File: src/shbp_map.svh
// Register offsets, reset values and field positions of the strobe host bus port
`ifndef SHBP_MAP_SVH
`define SHBP_MAP_SVH

// ----------------------------------------------------------------
// Register offsets
// ----------------------------------------------------------------
`define SHBP_ADDR_MODE 7'h00
`define SHBP_ADDR_STATUS 7'h01
`define SHBP_ADDR_BAUD 7'h02
`define SHBP_ADDR_CTRL 7'h03
`define SHBP_ADDR_IMR_LO 7'h04
`define SHBP_ADDR_IMR_HI 7'h05
`define SHBP_ADDR_ISR_LO 7'h06
`define SHBP_ADDR_ISR_HI 7'h07
`define SHBP_ADDR_OPR 7'h08
`define SHBP_ADDR_OUT_PORT_CFG_REG 7'h09
`define SHBP_ADDR_VECTOR 7'h0A

// ----------------------------------------------------------------
// Reset values
// ----------------------------------------------------------------
`define SHBP_MODE1_RST 8'h13
`define SHBP_MODE2_RST 8'h07
`define SHBP_BAUD_9600 8'h0B
`define SHBP_VECTOR_RST 8'h0F
`define SHBP_PIN_RST 21'h1FFFFF

// ----------------------------------------------------------------
// Control register fields
// ----------------------------------------------------------------
`define SHBP_CTRL_TIMER 0
`define SHBP_CTRL_RX_EN 1
`define SHBP_CTRL_TX_EN 2
`define SHBP_CTRL_LOOP 3
`define SHBP_CTRL_PTR_RST 4

`endif

File: src/shbp_pkg.sv
// Types shared by the strobe host bus port files
package shbp_pkg;

  typedef struct packed {
    logic bus_style_select;
    logic rxd;
    logic chip_select_n;
    logic write_strobe_n;
    logic read_strobe_n;
    logic irq_ack_n;
    logic [6:0] addr;
    logic [7:0] data;
  } shbp_pins_t;

  typedef enum logic [0:0] {
    SHBP_PTR_FIRST = 1'b0,
    SHBP_PTR_SECOND = 1'b1
  } shbp_ptr_t;

  typedef struct packed {
    logic wr_prev;
    logic wr_armed;
    logic [6:0] wr_addr;
    logic [7:0] wr_data;
    shbp_ptr_t ptr;
    logic [7:0] first_mode_reg;
    logic [7:0] second_mode_reg;
    logic [7:0] baud_reg;
    logic [7:0] ctrl_reg;
    logic [7:0] channel_status_reg;
    logic [10:0] int_mask_reg;
    logic [10:0] int_status_reg;
    logic [7:0] out_port_reg;
    logic [7:0] out_port_cfg_reg;
    logic [7:0] vector_reg;
    logic [7:0] data_out;
    logic data_oe;
    logic irq_oe;
    logic txd;
    logic rx_level;
  } shbp_state_t;

endpackage : shbp_pkg

File: src/shbp_sync.sv
// Three-stage pin synchroniser, output changes once stages two and three agree
`timescale 1ns/1ns
module shbp_sync #(
  parameter int W = 21,
  parameter logic [W-1:0] RST_VAL = '1
) (
  input wire logic clk,          // System clock
  input wire logic rst,          // Asynchronous reset, active high
  input wire logic [W-1:0] d,    // Raw pin levels
  output logic [W-1:0] q         // Filtered, synchronised levels
);

  typedef struct packed {
    logic [W-1:0] s1;
    logic [W-1:0] s2;
    logic [W-1:0] s3;
    logic [W-1:0] q;
  } shbp_sync_state_t;

  shbp_sync_state_t r_reg, r_next;

  always_comb begin
    r_next = r_reg;
    r_next.s1 = d;
    r_next.s2 = r_reg.s1;
    r_next.s3 = r_reg.s2;
    for (int i = 0; i < W; i++) begin
      if (r_reg.s2[i] == r_reg.s3[i]) begin
        r_next.q[i] = r_reg.s3[i];
      end
    end
  end

  always_ff @(posedge clk or posedge rst) begin
    if (rst) begin
      r_reg <= {4{RST_VAL}};
    end else begin
      r_reg <= r_next;
    end
  end

  assign q = r_reg.q;

endmodule : shbp_sync

File: src/shbp_mem.sv
// General register storage for addresses without dedicated logic
`timescale 1ns/1ns
module shbp_mem (
  input wire logic clk,          // System clock
  input wire logic we,           // Write enable
  input wire logic [6:0] waddr,  // Write address
  input wire logic [7:0] wdata,  // Write data
  input wire logic [6:0] raddr,  // Read address
  output logic [7:0] rdata       // Registered read data
);

  logic [7:0] mem_reg [0:127];
  logic [7:0] rdata_reg;

  always_ff @(posedge clk) begin
    if (we) begin
      mem_reg[waddr] <= wdata;
    end
    rdata_reg <= mem_reg[raddr];
  end

  assign rdata = rdata_reg;

endmodule : shbp_mem

File: src/shbp_port.sv
// Strobe-style host bus port: pin decode, registers, interrupt request, vector cycle
//
// Summary of operation
// - Strobe bus style active only while bus style select is high or floating.
// - Eight-bit three-state data bus carries commands, data and status, bit 0 LSB.
// - Data bus driven only while chip select or interrupt acknowledge low, else all lines released.
// - Host holds select and write strobe low; register loads at strobe rising edge.
// - Select and read strobe low drive the addressed register onto the data bus.
// - Seven-bit address chooses the register or port being accessed.
// - Reset clears status, interrupt mask, interrupt status, output port and its config.
// - Reset releases all eight port pins as inputs and halts the timer.
// - Reset makes the channel inactive with transmit output at mark.
// - Reset points mode pointer at first mode register, 9600 baud 8N1.
// - Interrupt request pulled low while any of eleven unmasked latched interrupt status bits is set.
// - Interrupt acknowledge low drives the interrupt vector onto the data bus.
// - Receive data sampled with high as mark and low as space, LSB first.
// - Transmit output held at mark while disabled, idle or in local loopback.
`timescale 1ns/1ns
`include "shbp_map.svh"
module shbp_port (
  input wire logic clk,                 // System clock, 100 MHz
  input wire logic rst,                 // Asynchronous reset, active high
  input wire logic bus_style_select,    // High or floating selects strobe style
  input wire logic chip_select_n,       // Chip select, active low
  input wire logic write_strobe_n,      // Write strobe, active low
  input wire logic read_strobe_n,       // Read strobe, active low
  input wire logic irq_ack_n,           // Interrupt acknowledge, active low
  input wire logic [6:0] addr,          // Register address
  input wire logic [7:0] data_in,       // Data bus level seen on the pins
  output logic [7:0] data_out,          // Data bus drive value
  output logic data_oe,                 // Data bus output enable
  output logic irq_out_n,               // Interrupt request drive value, always low
  output logic irq_oe,                  // Interrupt request pull-down enable
  input wire logic [10:0] int_cond,     // Interrupt condition levels
  input wire logic [7:0] chan_status,   // Channel status from the serial datapath
  input wire logic rxd,                 // Serial receive pin
  output logic rx_level,                // Synchronised receive level, high is mark
  input wire logic tx_bit,              // Serial transmit bit from datapath
  input wire logic tx_busy,             // Transmitter shifting a character
  output logic txd,                     // Serial transmit pin
  output logic [7:0] io_out,            // Port pin drive values
  output logic [7:0] io_oe,             // Port pin output enables
  output logic timer_run,               // Counter/timer run enable
  output logic rx_enable,               // Receiver enable
  output logic tx_enable,               // Transmitter enable
  output logic loopback,                // Local loopback mode
  output logic [7:0] mode1,             // First mode register value
  output logic [7:0] mode2,             // Second mode register value
  output logic [7:0] baud_sel           // Baud rate select code
);

  shbp_pkg::shbp_pins_t pins_raw;
  shbp_pkg::shbp_pins_t s;
  shbp_pkg::shbp_state_t r_reg, r_next;
  logic [7:0] mem_rdata;
  logic wr_commit;
  logic mem_we;
  logic [7:0] rd_val;

  // ----------------------------------------------------------------
  // Address decode helpers
  // ----------------------------------------------------------------
  function automatic logic is_named(input logic [6:0] a);
    case (a)
      `SHBP_ADDR_MODE, `SHBP_ADDR_STATUS, `SHBP_ADDR_BAUD, `SHBP_ADDR_CTRL,
      `SHBP_ADDR_IMR_LO, `SHBP_ADDR_IMR_HI, `SHBP_ADDR_ISR_LO, `SHBP_ADDR_ISR_HI,
      `SHBP_ADDR_OPR, `SHBP_ADDR_OUT_PORT_CFG_REG, `SHBP_ADDR_VECTOR: is_named = 1'b1;
      default: is_named = 1'b0;
    endcase
  endfunction : is_named

  function automatic logic [7:0] read_mux(input shbp_pkg::shbp_state_t st,
                                          input logic [6:0] a,
                                          input logic [7:0] mem);
    case (a)
      `SHBP_ADDR_MODE: begin
        read_mux = (st.ptr == shbp_pkg::SHBP_PTR_FIRST) ? st.first_mode_reg
                                                        : st.second_mode_reg;
      end
      `SHBP_ADDR_STATUS: read_mux = st.channel_status_reg;
      `SHBP_ADDR_BAUD: read_mux = st.baud_reg;
      `SHBP_ADDR_CTRL: read_mux = st.ctrl_reg;
      `SHBP_ADDR_IMR_LO: read_mux = st.int_mask_reg[7:0];
      `SHBP_ADDR_IMR_HI: read_mux = {5'h00, st.int_mask_reg[10:8]};
      `SHBP_ADDR_ISR_LO: read_mux = st.int_status_reg[7:0];
      `SHBP_ADDR_ISR_HI: read_mux = {5'h00, st.int_status_reg[10:8]};
      `SHBP_ADDR_OPR: read_mux = st.out_port_reg;
      `SHBP_ADDR_OUT_PORT_CFG_REG: read_mux = st.out_port_cfg_reg;
      `SHBP_ADDR_VECTOR: read_mux = st.vector_reg;
      default: read_mux = mem;
    endcase
  endfunction : read_mux

  // ----------------------------------------------------------------
  // Pin synchronisation
  // ----------------------------------------------------------------
  assign pins_raw = '{bus_style_select: bus_style_select, rxd: rxd,
                      chip_select_n: chip_select_n, write_strobe_n: write_strobe_n,
                      read_strobe_n: read_strobe_n, irq_ack_n: irq_ack_n,
                      addr: addr, data: data_in};

  shbp_sync #(.W(21), .RST_VAL(`SHBP_PIN_RST)) u_sync (
    .clk(clk),
    .rst(rst),
    .d(pins_raw),
    .q(s)
  );

  shbp_mem u_mem (
    .clk(clk),
    .we(mem_we),
    .waddr(r_reg.wr_addr),
    .wdata(r_reg.wr_data),
    .raddr(s.addr),
    .rdata(mem_rdata)
  );

  // ----------------------------------------------------------------
  // Write strobe: capture while low, commit on the rising edge
  // ----------------------------------------------------------------
  assign wr_commit = r_reg.wr_armed && !r_reg.wr_prev && s.write_strobe_n;
  assign mem_we = wr_commit && !is_named(r_reg.wr_addr);
  assign rd_val = read_mux(r_reg, s.addr, mem_rdata);

  always_comb begin
    r_next = r_reg;
    r_next.wr_prev = s.write_strobe_n;
    if (!s.bus_style_select || s.chip_select_n) begin
      r_next.wr_armed = 1'b0;
    end else if (!s.write_strobe_n) begin
      r_next.wr_armed = 1'b1;
      r_next.wr_addr = s.addr;
      r_next.wr_data = s.data;
    end else if (wr_commit) begin
      r_next.wr_armed = 1'b0;
    end

    // Status follows the datapath only while the channel runs
    r_next.channel_status_reg = (r_reg.ctrl_reg[`SHBP_CTRL_RX_EN] ||
                                 r_reg.ctrl_reg[`SHBP_CTRL_TX_EN]) ? chan_status : 8'h00;

    // Interrupt status: writing ones clears, a new event wins over the clear
    if (wr_commit && r_reg.wr_addr == `SHBP_ADDR_ISR_LO) begin
      r_next.int_status_reg[7:0] = r_reg.int_status_reg[7:0] & ~r_reg.wr_data;
    end
    if (wr_commit && r_reg.wr_addr == `SHBP_ADDR_ISR_HI) begin
      r_next.int_status_reg[10:8] = r_reg.int_status_reg[10:8] & ~r_reg.wr_data[2:0];
    end
    r_next.int_status_reg = r_next.int_status_reg | int_cond;

    if (wr_commit) begin
      case (r_reg.wr_addr)
        `SHBP_ADDR_MODE: begin
          if (r_reg.ptr == shbp_pkg::SHBP_PTR_FIRST) begin
            r_next.first_mode_reg = r_reg.wr_data;
            r_next.ptr = shbp_pkg::SHBP_PTR_SECOND;
          end else begin
            r_next.second_mode_reg = r_reg.wr_data;
          end
        end
        `SHBP_ADDR_BAUD: r_next.baud_reg = r_reg.wr_data;
        `SHBP_ADDR_CTRL: begin
          r_next.ctrl_reg = {3'h0, 1'b0, r_reg.wr_data[3:0]};
          if (r_reg.wr_data[`SHBP_CTRL_PTR_RST]) begin
            r_next.ptr = shbp_pkg::SHBP_PTR_FIRST;
          end
        end
        `SHBP_ADDR_IMR_LO: r_next.int_mask_reg[7:0] = r_reg.wr_data;
        `SHBP_ADDR_IMR_HI: r_next.int_mask_reg[10:8] = r_reg.wr_data[2:0];
        `SHBP_ADDR_OPR: r_next.out_port_reg = r_reg.wr_data;
        `SHBP_ADDR_OUT_PORT_CFG_REG: r_next.out_port_cfg_reg = r_reg.wr_data;
        `SHBP_ADDR_VECTOR: r_next.vector_reg = r_reg.wr_data;
        default: r_next.ctrl_reg = r_next.ctrl_reg;
      endcase
    end

    // Data bus drive: acknowledge cycle first, then register read
    r_next.data_oe = 1'b0;
    if (s.bus_style_select && !s.irq_ack_n) begin
      r_next.data_oe = 1'b1;
      r_next.data_out = r_reg.vector_reg;
    end else if (s.bus_style_select && !s.chip_select_n && !s.read_strobe_n) begin
      r_next.data_oe = 1'b1;
      r_next.data_out = rd_val;
    end

    r_next.irq_oe = |(r_reg.int_status_reg & r_reg.int_mask_reg);
    r_next.rx_level = s.rxd;
    r_next.txd = (r_reg.ctrl_reg[`SHBP_CTRL_TX_EN] && tx_busy &&
                  !r_reg.ctrl_reg[`SHBP_CTRL_LOOP]) ? tx_bit : 1'b1;
  end

  always_ff @(posedge clk or posedge rst) begin
    if (rst) begin
      r_reg <= '0;
      r_reg.wr_prev <= 1'b1;
      r_reg.ptr <= shbp_pkg::SHBP_PTR_FIRST;
      r_reg.first_mode_reg <= `SHBP_MODE1_RST;
      r_reg.second_mode_reg <= `SHBP_MODE2_RST;
      r_reg.baud_reg <= `SHBP_BAUD_9600;
      r_reg.vector_reg <= `SHBP_VECTOR_RST;
      r_reg.txd <= 1'b1;
      r_reg.rx_level <= 1'b1;
    end else begin
      r_reg <= r_next;
    end
  end

  // ----------------------------------------------------------------
  // Outputs
  // ----------------------------------------------------------------
  assign data_out = r_reg.data_out;
  assign data_oe = r_reg.data_oe;
  assign irq_out_n = 1'b0;
  assign irq_oe = r_reg.irq_oe;
  assign rx_level = r_reg.rx_level;
  assign txd = r_reg.txd;
  assign io_out = r_reg.out_port_reg;
  assign io_oe = r_reg.out_port_cfg_reg;
  assign timer_run = r_reg.ctrl_reg[`SHBP_CTRL_TIMER];
  assign rx_enable = r_reg.ctrl_reg[`SHBP_CTRL_RX_EN];
  assign tx_enable = r_reg.ctrl_reg[`SHBP_CTRL_TX_EN];
  assign loopback = r_reg.ctrl_reg[`SHBP_CTRL_LOOP];
  assign mode1 = r_reg.first_mode_reg;
  assign mode2 = r_reg.second_mode_reg;
  assign baud_sel = r_reg.baud_reg;
endmodule : shbp_port

File: config.mk
export PLATFORM = sky130hd
export DESIGN_NAME = shbp_port
export DESIGN_NICKNAME = d
export VERILOG_FILES = /design/src/shbp_pkg.sv /design/src/shbp_sync.sv /design/src/shbp_mem.sv /design/src/shbp_port.sv
export VERILOG_INCLUDE_DIRS = /design/src
export SDC_FILE = /design/constraint.sdc
export NUM_CORES = 1
export LEC_CHECK = 0
export BUFFER_PORTS_ARGS = -buffer_cell sky130_fd_sc_hd__buf_2
export CAP_MARGIN = 20
export CORE_AREA = 5 5 406 408
export DETAILED_ROUTE_END_ITERATION = 10
export DIE_AREA = 0 0 411 413
export GPL_TIMING_DRIVEN = 0
export PLACE_DENSITY = 0.5
export SYNTH_ARGS = -nofsm -noshare
export SYNTH_HDL_FRONTEND = slang
export SYNTH_HIERARCHICAL = 1
export SYNTH_SLANG_ARGS = --single-unit
File: constraint.sdc
create_clock -name clk -period 3.2 [get_ports clk]
set_input_delay 0.48 -clock clk [delete_from_list [all_inputs] [get_ports clk]]
set_output_delay 0.48 -clock clk [all_outputs]
set_load 0.005 [all_outputs]
==> results of run 1 <==
==> worst min-delay path by stage <==
stage | to | slack (ns)
6_report | u_sync/r_next[41]$_DFF_PP1_ | 0.35
5_1_grt | u_sync/r_next[57]$_DFF_PP1_ | 0.34
3_3_place_gp | u_sync/r_next[35]$_DFF_PP1_ | 0.35
4_1_cts | u_sync/q[8]$_DFFE_PP1N_ | 0.28
2_1_floorplan | u_sync/r_next[21]$_DFF_PP1_ | 0.35
3_5_place_dp | u_sync/r_next[25]$_DFF_PP1_ | 0.35
==> final cells by class <==
type,count,area [um2]
fill,14782,103600
inverter,6,28.78
buffer,179,1567
tap,2175,2721
clock buffer,170,3700
sequential,1228,35970
timing repair buffer,183,1590
clock inverter,72,633.1
multi-input combinational,825,11480
==> cells by family after synthesis <==
| kind of cell | count (synthesis) | share of synthesized area (%) |
|---|---|---|
| other | 1 | 0.007833 |
| adder cells (fa/ha/maj) | 21 | 0.4939 |
| multiplexers | 444 | 18.36 |
| buffers and inverters | 188 | 2.195 |
| flip-flops | 1228 | 75.07 |
| AO/OA/AOI/OAI | 88 | 1.275 |
| AND/OR/NAND/NOR | 271 | 2.598 |
==> timing repair <==
action,CTS,global route
hold buffers,43,0
gates cloned,2,2
endpoints found under the setup margin,923,287
endpoints found under the hold margin,67,0
setup buffers,9,3
pin swaps,0,2
resized for setup,317,39
==> layer usage <==
metal | vias up | wire length (um) | global-route usage, %
met2 | 736 | 63800 | 25.32
met3 | 156 | 7465 | 2.834
met5 | - | 0 | 0
li1 | 9780 | - | -
met1 | 12935 | 54270 | 20.04
met4 | 0 | 2752 | 4.091
==> metrics by stage <==
stage | setup TNS (ns) | power [mW] | instance area, um2
after floorplan | 0 | 22.44 | 47880
after global placement | -2286.84 | 24.92 | 51100
after detailed placement | -579.82 | 25.01 | 51600
after CTS | -1.075 | 40.55 | 57450
after global routing | -9.179 | 41.51 | 57690
final | -1.254 | 40.12 | 57690
==> Yosys cell counts, drive strengths merged, types with 6 or more instances <==
master	instances
a21o	13
a22oi	26
buf	123
clkbuf	59
dfrtp	96
dfstp	100
dfxtp	8
edfxtp	1024
inv	6
maj3	21
mux2	93
mux2i	15
mux4	336
nand2	44
nand2b	7
nand3	17
nor2	134
nor2b	23
nor3	20
o21ai	24
==> power by group through the flow <==
| stage | clock (mW) | sequential, mW | combinational, mW |
|---|---|---|---|
| after floorplan | 0 | 20.4 | 2.07 |
| after global placement | 0 | 21.7 | 3.25 |
| after detailed placement | 0 | 20.5 | 4.50 |
| after CTS | 15.5 | 20.2 | 4.83 |
| after global routing | 16.2 | 20.3 | 5.09 |
| final | 15.1 | 20.2 | 4.84 |
==> results.sh, run 1 <==
export IMPL_setup_viol=50
export IMPL_clock_sinks=1228
export IMPL_grt_pass1_wl_mm=184.0
export IMPL_fin_cells=4838
export IMPL_synth_edf_count=1024
export IMPL_num_antenna_cells=0
export IMPL_critical_path_startpoint="u_sync/q[8]$_DFFE_PP1N_"
export IMPL_grtUsageTotal_pct=15.04
export IMPL_cp_max_fo=10
export IMPL_clkTransAtPathRegs_ns=0.06
export IMPL_startpoint_type="register"
export IMPL_core_area_um2=161300
export IMPL_worst_pin_slew_ns=1.136
export IMPL_dp_hpwl_mm=86.88
export IMPL_p_int_mw=29.83
export IMPL_dp_cells=4539
export IMPL_p_leak_nw=18.79
export IMPL_synth_area_leaders="edfxtp_1 64%, mux4_2 16%, dfstp_2 5.5%"
export IMPL_fin_util_pct=35.77
export IMPL_power_density_nw_per_um2=695.4
export IMPL_syn_area_per_cell_um2=21.36
export IMPL_placementRows=148
export IMPL_finalWorstSetupSlack_ns=-0.1018
export IMPL_firstDrtPassIters=5
export IMPL_rrSetupSlack_ns=-0.10
export IMPL_die_h_um=413
export IMPL_ir_drop_uv=516.8
export IMPL_cts_tree="built"
export IMPL_yosys_warnings=6
export IMPL_cts_max_level=4
export IMPL_cp_top_family="multiplexers"
export IMPL_drv_cap=0
export IMPL_pwr_share_seq_pct=50.3
export IMPL_root_buffer="clkbuf_16"
export IMPL_hold_class="register to register"
export IMPL_fmax_mhz=302.9
export IMPL_antenna_found_initial=4
export IMPL_worstPathCellList="buf_12 -> buf_16 -> buf_16 -> mux4_2 -> mux4_2 -> mux4_2 -> mux2_2"
export IMPL_slew_viol_final=0
export IMPL_final_common_cell="edfxtp_1"
export IMPL_ys_types=59
export IMPL_status="finished with violations"
export IMPL_synth_area_um2=47880
export IMPL_ys_seq_area_share_pct=75.07
export IMPL_syn_inst=2241
export IMPL_vias=23607
export IMPL_synth_top_area_share_pct=64.23
export IMPL_synth_seq_cells=1228
export IMPL_numCtsBuffers=133
export IMPL_syn2layout_area_growth_pct=20.49
export IMPL_fin_nets=2600
export IMPL_r2r_end="u_mem/rdata[6]$_DFF_P_"
export IMPL_synth_nets=2285
export IMPL_cts_path_max_buffers=3
export IMPL_drtIter0Drc=2521
export IMPL_critPathCapture="u_mem/rdata[6]$_DFF_P_"
export IMPL_grt_ovfl_total=0
export IMPL_combPwrFrac_pct=12.1
export IMPL_final_cell_mix="1024 x edfxtp_1, 336 x mux4_2, 145 x clkbuf_16"
export IMPL_p_sw_mw=10.29
export IMPL_crit_required_ns=3.81
export IMPL_dieArea_um2=169700
export IMPL_insertion_delay_ns=0.76
export IMPL_period_needed_ns=3.302
export IMPL_worstSetupPathType="register to register"
export IMPL_fin_crit_sh_pct=103.2
export IMPL_crit_buf_inv=3
export IMPL_largest_reg_flops=1024
export IMPL_cpPeakStageDelay_ns=0.58
export IMPL_relSlewSlack_pct=23.98
export IMPL_worst_path_stages=7
export IMPL_hold_viol_final=0
export IMPL_whs_ns=0.3469
export IMPL_grt_max_degree=85
export IMPL_fin_skew_ns=0.02649
export IMPL_io_buffers=99
export IMPL_async_flop_share_pct=15.96
export IMPL_drc=0
export IMPL_r2r_cells=7
export IMPL_gp_congestion=0.8501
export IMPL_ios=101
export IMPL_synth_top_area_cell="edfxtp_1"
export IMPL_slowest_stage="mux4_2"
export IMPL_wl_per_cell_um=26.52
export IMPL_avgViaCountPerCell=4.879
export IMPL_rsz0062_at_grt="true"
export IMPL_synth_ff_type="edfxtp_1"
export IMPL_end_kind="register"
export IMPL_drive_gt1_share_pct=43.26
export IMPL_reg2reg_from="u_sync/q[8]$_DFFE_PP1N_"
export IMPL_place_ws_ns=-1.115
export IMPL_critPathArrivalTime_ns=3.91
export IMPL_violations="negative setup slack"
export IMPL_initial_core_util_pct=29.68
export IMPL_ant_nets=0
export IMPL_sw_frac_of_total_pct=25.64
export IMPL_wirelength_mm=128.3
export IMPL_hold_path_depth=0
export IMPL_fp_dieW_um=411
export IMPL_grt_pass1_vias=24798
export IMPL_crit_top_cell="mux4_2"
export IMPL_clkPwrFrac_pct=37.7
export IMPL_hp_start="u_sync/r_next[62]$_DFF_PP1_"
(Power assumes the default switching activity.)
==> run 2: changes to the inputs <==
--- a/config.mk
+++ b/config.mk
@@ -6,11 +6,12 @@
 export SDC_FILE = /design/constraint.sdc
 export NUM_CORES = 1
 export LEC_CHECK = 0
+export ABC_AREA = 1
 export BUFFER_PORTS_ARGS = -buffer_cell sky130_fd_sc_hd__buf_2
 export CAP_MARGIN = 20
-export CORE_AREA = 5 5 406 408
+export CORE_AREA = 5 5 417 419
 export DETAILED_ROUTE_END_ITERATION = 10
-export DIE_AREA = 0 0 411 413
+export DIE_AREA = 0 0 422 424
 export GPL_TIMING_DRIVEN = 0
 export PLACE_DENSITY = 0.5
 export SYNTH_ARGS = -nofsm -noshare
==> run 2 against run 1 <==
Net effect: the run still ends with negative setup slack left; count of clock-buffer cells in the layout rose by 6; critical path depth rose by 1; power up 3.9%; core utilization shrank 0.31 points; critical path type unchanged.
==> results.sh, run 2 <==
export IMPL_fin_skew_ns=0.02878
export IMPL_clkTransAtPathRegs_ns=0.06
export IMPL_io_buffers=99
export IMPL_end_kind="register"
export IMPL_drive_gt1_share_pct=18.63
export IMPL_wirelength_mm=170.1
export IMPL_wl_per_cell_um=23.66
export IMPL_r2r_cells=8
export IMPL_critPathArrivalTime_ns=3.76
export IMPL_numCtsBuffers=134
export IMPL_firstDrtPassIters=6
export IMPL_placementRows=152
export IMPL_fin_nets=4897
export IMPL_fp_dieW_um=422
export IMPL_fin_crit_sh_pct=105.4
export IMPL_place_ws_ns=-1.169
export IMPL_power_density_nw_per_um2=690.5
export IMPL_vias=35799
export IMPL_hold_viol_final=0
export IMPL_dp_hpwl_mm=119.6
export IMPL_drc=0
export IMPL_reg2reg_from="u_sync/q[17]$_DFFE_PP1N_"
export IMPL_root_buffer="clkbuf_16"
export IMPL_period_needed_ns=3.373
export IMPL_grt_ovfl_total=0
export IMPL_hp_start="data_in[3]"
export IMPL_gp_congestion=0.9458
export IMPL_yosys_warnings=6
export IMPL_status="finished with violations"
export IMPL_die_h_um=424
export IMPL_antenna_found_initial=2
export IMPL_ant_nets=0
export IMPL_rrSetupSlack_ns=-0.17
export IMPL_synth_top_area_cell="edfxtp_1"
export IMPL_grtUsageTotal_pct=18.61
export IMPL_ir_drop_uv=451.1
export IMPL_cts_max_level=4
export IMPL_grt_max_degree=83
export IMPL_cp_max_fo=10
export IMPL_synth_seq_cells=1228
export IMPL_largest_reg_flops=1024
export IMPL_whs_ns=0.3452
export IMPL_hold_class="primary input to register"
export IMPL_p_leak_nw=22.55
export IMPL_synth_top_area_share_pct=60.86
export IMPL_core_area_um2=170200
export IMPL_final_cell_mix="1462 x nand2_1, 1024 x edfxtp_1, 970 x nand3_1"
export IMPL_async_flop_share_pct=15.96
export IMPL_worst_pin_slew_ns=0.9410
export IMPL_relSlewSlack_pct=37.27
export IMPL_hold_path_depth=2
export IMPL_grt_pass1_wl_mm=243.1
export IMPL_ys_types=36
export IMPL_ios=101
export IMPL_clock_sinks=1228
export IMPL_critical_path_startpoint="u_sync/q[17]$_DFFE_PP1N_"
export IMPL_synth_edf_count=1024
export IMPL_synth_area_leaders="edfxtp_1 61%, nand2_1 11%, nand3_1 9.6%"
export IMPL_initial_core_util_pct=29.68
export IMPL_yosysMostFrequentCell="nand2_1"
export IMPL_synth_common_cells="1464 x nand2_1, 1024 x edfxtp_1, 970 x nand3_1"
export IMPL_setup_viol=46
export IMPL_insertion_delay_ns=0.77
export IMPL_dieArea_um2=178900
export IMPL_worstPathCellList="buf_4 -> inv_1 -> nor3_4 -> o21ai_0 -> a31oi_2 -> buf_2 -> nand3_1 -> nor2_1"
export IMPL_syn_area_per_cell_um2=11.27
export IMPL_holdPathEnd="u_sync/r_next[45]$_DFF_PP1_"
export IMPL_num_fill_cells=16609
export IMPL_cts_tree="built"
export IMPL_placed_area_um2=54310
export IMPL_finalInstanceArea_um2=60350
export IMPL_setup_tns_ns=-5.094
export IMPL_cpPeakStageDelay_ns=0.85
export IMPL_cts_path_max_buffers=3
export IMPL_startpoint_type="register"
export IMPL_final_common_cell="nand2_1"
export IMPL_crit_required_ns=3.58
export IMPL_finalWorstSetupSlack_ns=-0.1732
export IMPL_drtIter0Drc=3883
export IMPL_violations="negative setup slack"
export IMPL_syn_inst=4485
export IMPL_fin_util_pct=35.45
export IMPL_syn2layout_area_growth_pct=19.44
export IMPL_ys_seq_area_share_pct=71.13
export IMPL_slowest_stage="nor2_1"
export IMPL_worstSetupPathType="register to register"
export IMPL_grt_pass1_vias=34162
export IMPL_avgViaCountPerCell=4.978
export IMPL_synth_area_um2=50530
export IMPL_synth_nets=4529
export IMPL_fmax_mhz=296.5
export IMPL_rsz0062_at_grt="true"
export IMPL_synth_ff_type="edfxtp_1"
export IMPL_r2r_end="u_mem/mem_reg[86][6]$_DFFE_PP_"
export IMPL_slew_viol_final=0
export IMPL_drv_cap=0
## run 2: cell types whose count changed after synthesis, sizes merged, moves of 93 or more
cell | before | now
nand3 | 17 | 972
nand2 | 44 | 1475
mux2 | 93 | 0
mux4 | 336 | 0
inv | 6 | 115
buf | 123 | 278
## run 2: metrics by stage
step	power, mW	cells
after CTS	41.95	7183
after detailed placement	26.35	6842
final	41.67	7191
after global routing	43.19	7188
after global placement	26.41	6817
after floorplan	23.07	4485
## run 2: final cells by class
type | instances | area [um2] | area share [%]
flip-flops and latches | 1228 | 35970 | 59.60
multi-input cells | 2821 | 12700 | 21.05
clock buffers | 176 | 3770 | 6.247
well taps | 2233 | 2794 | 4.630
plain buffers | 318 | 2027 | 3.359
repair buffers | 233 | 2002 | 3.317
clock inverters | 62 | 619.3 | 1.026
inverters | 117 | 452.9 | 0.7506
diodes | 3 | 7.507 | 0.01244
## run 2: metal layers
| metal | vias to the layer above | GRT usage (%) | wire [um] | share of wire, % |
|---|---|---|---|---|
| li1 | 16178 | - | - | - |
| met1 | 17891 | 25.43 | 72440 | 43 |
| met2 | 1445 | 29.94 | 79090 | 46 |
| met3 | 285 | 2.855 | 11770 | 6.9 |
| met4 | 0 | 7.194 | 6839 | 4.0 |
| met5 | - | 0 | 0 | 0 |
## run 2: kinds of logic after synthesis
group           after synthesis  synth area share, %
simple gates               2691                22.71
flops                      1228                71.13
buf+inv                     436                4.767
compound gates              129                1.384
other cells                   1             0.007422
## run 2: worst max path at each step
stage / endpoint / slack [ns] / cells past startpoint
floorplan: r_reg[40]$_DFF_PP0_ / 0.57 / 3
finish: u_mem/mem_reg[86][6]$_DFFE_PP_ / -0.17 / 8
global route: u_mem/mem_reg[80][6]$_DFFE_PP_ / -0.24 / 8
detailed placement: u_mem/mem_reg[23][2]$_DFFE_PP_ / -1.17 / 9
global placement: r_reg[39]$_DFF_PP0_ / -3.38 / 3
CTS: u_mem/mem_reg[101][2]$_DFFE_PP_ / -0.15 / 8
## run 2: worst max-delay path, delay by kind of cell (launching register included)
family	cells	cell delay (ns)
DFF	1	0.54
AOI/OAI and AO/OA	2	0.49
and+or+nand+nor	3	1.48
buffers and inverters	3	0.47
## run 2: power breakdown
part,switching (mW),leakage (nW),internal [mW]
Sequential,1.02,11.5,19.0
Clock,6.33,2.15,9.17
Combinational,4.52,8.90,1.61
Total,11.9,22.5,29.8
## run 2: what timing repair did
item | CTS | global route
gates cloned | 0 | 0
pin swaps | 45 | 5
hold buffers | 43 | 0
endpoints found under the setup margin | 976 | 585
buffers inserted | 61 | 5
resized for setup | 162 | 36
endpoints found under the hold margin | 72 | 0
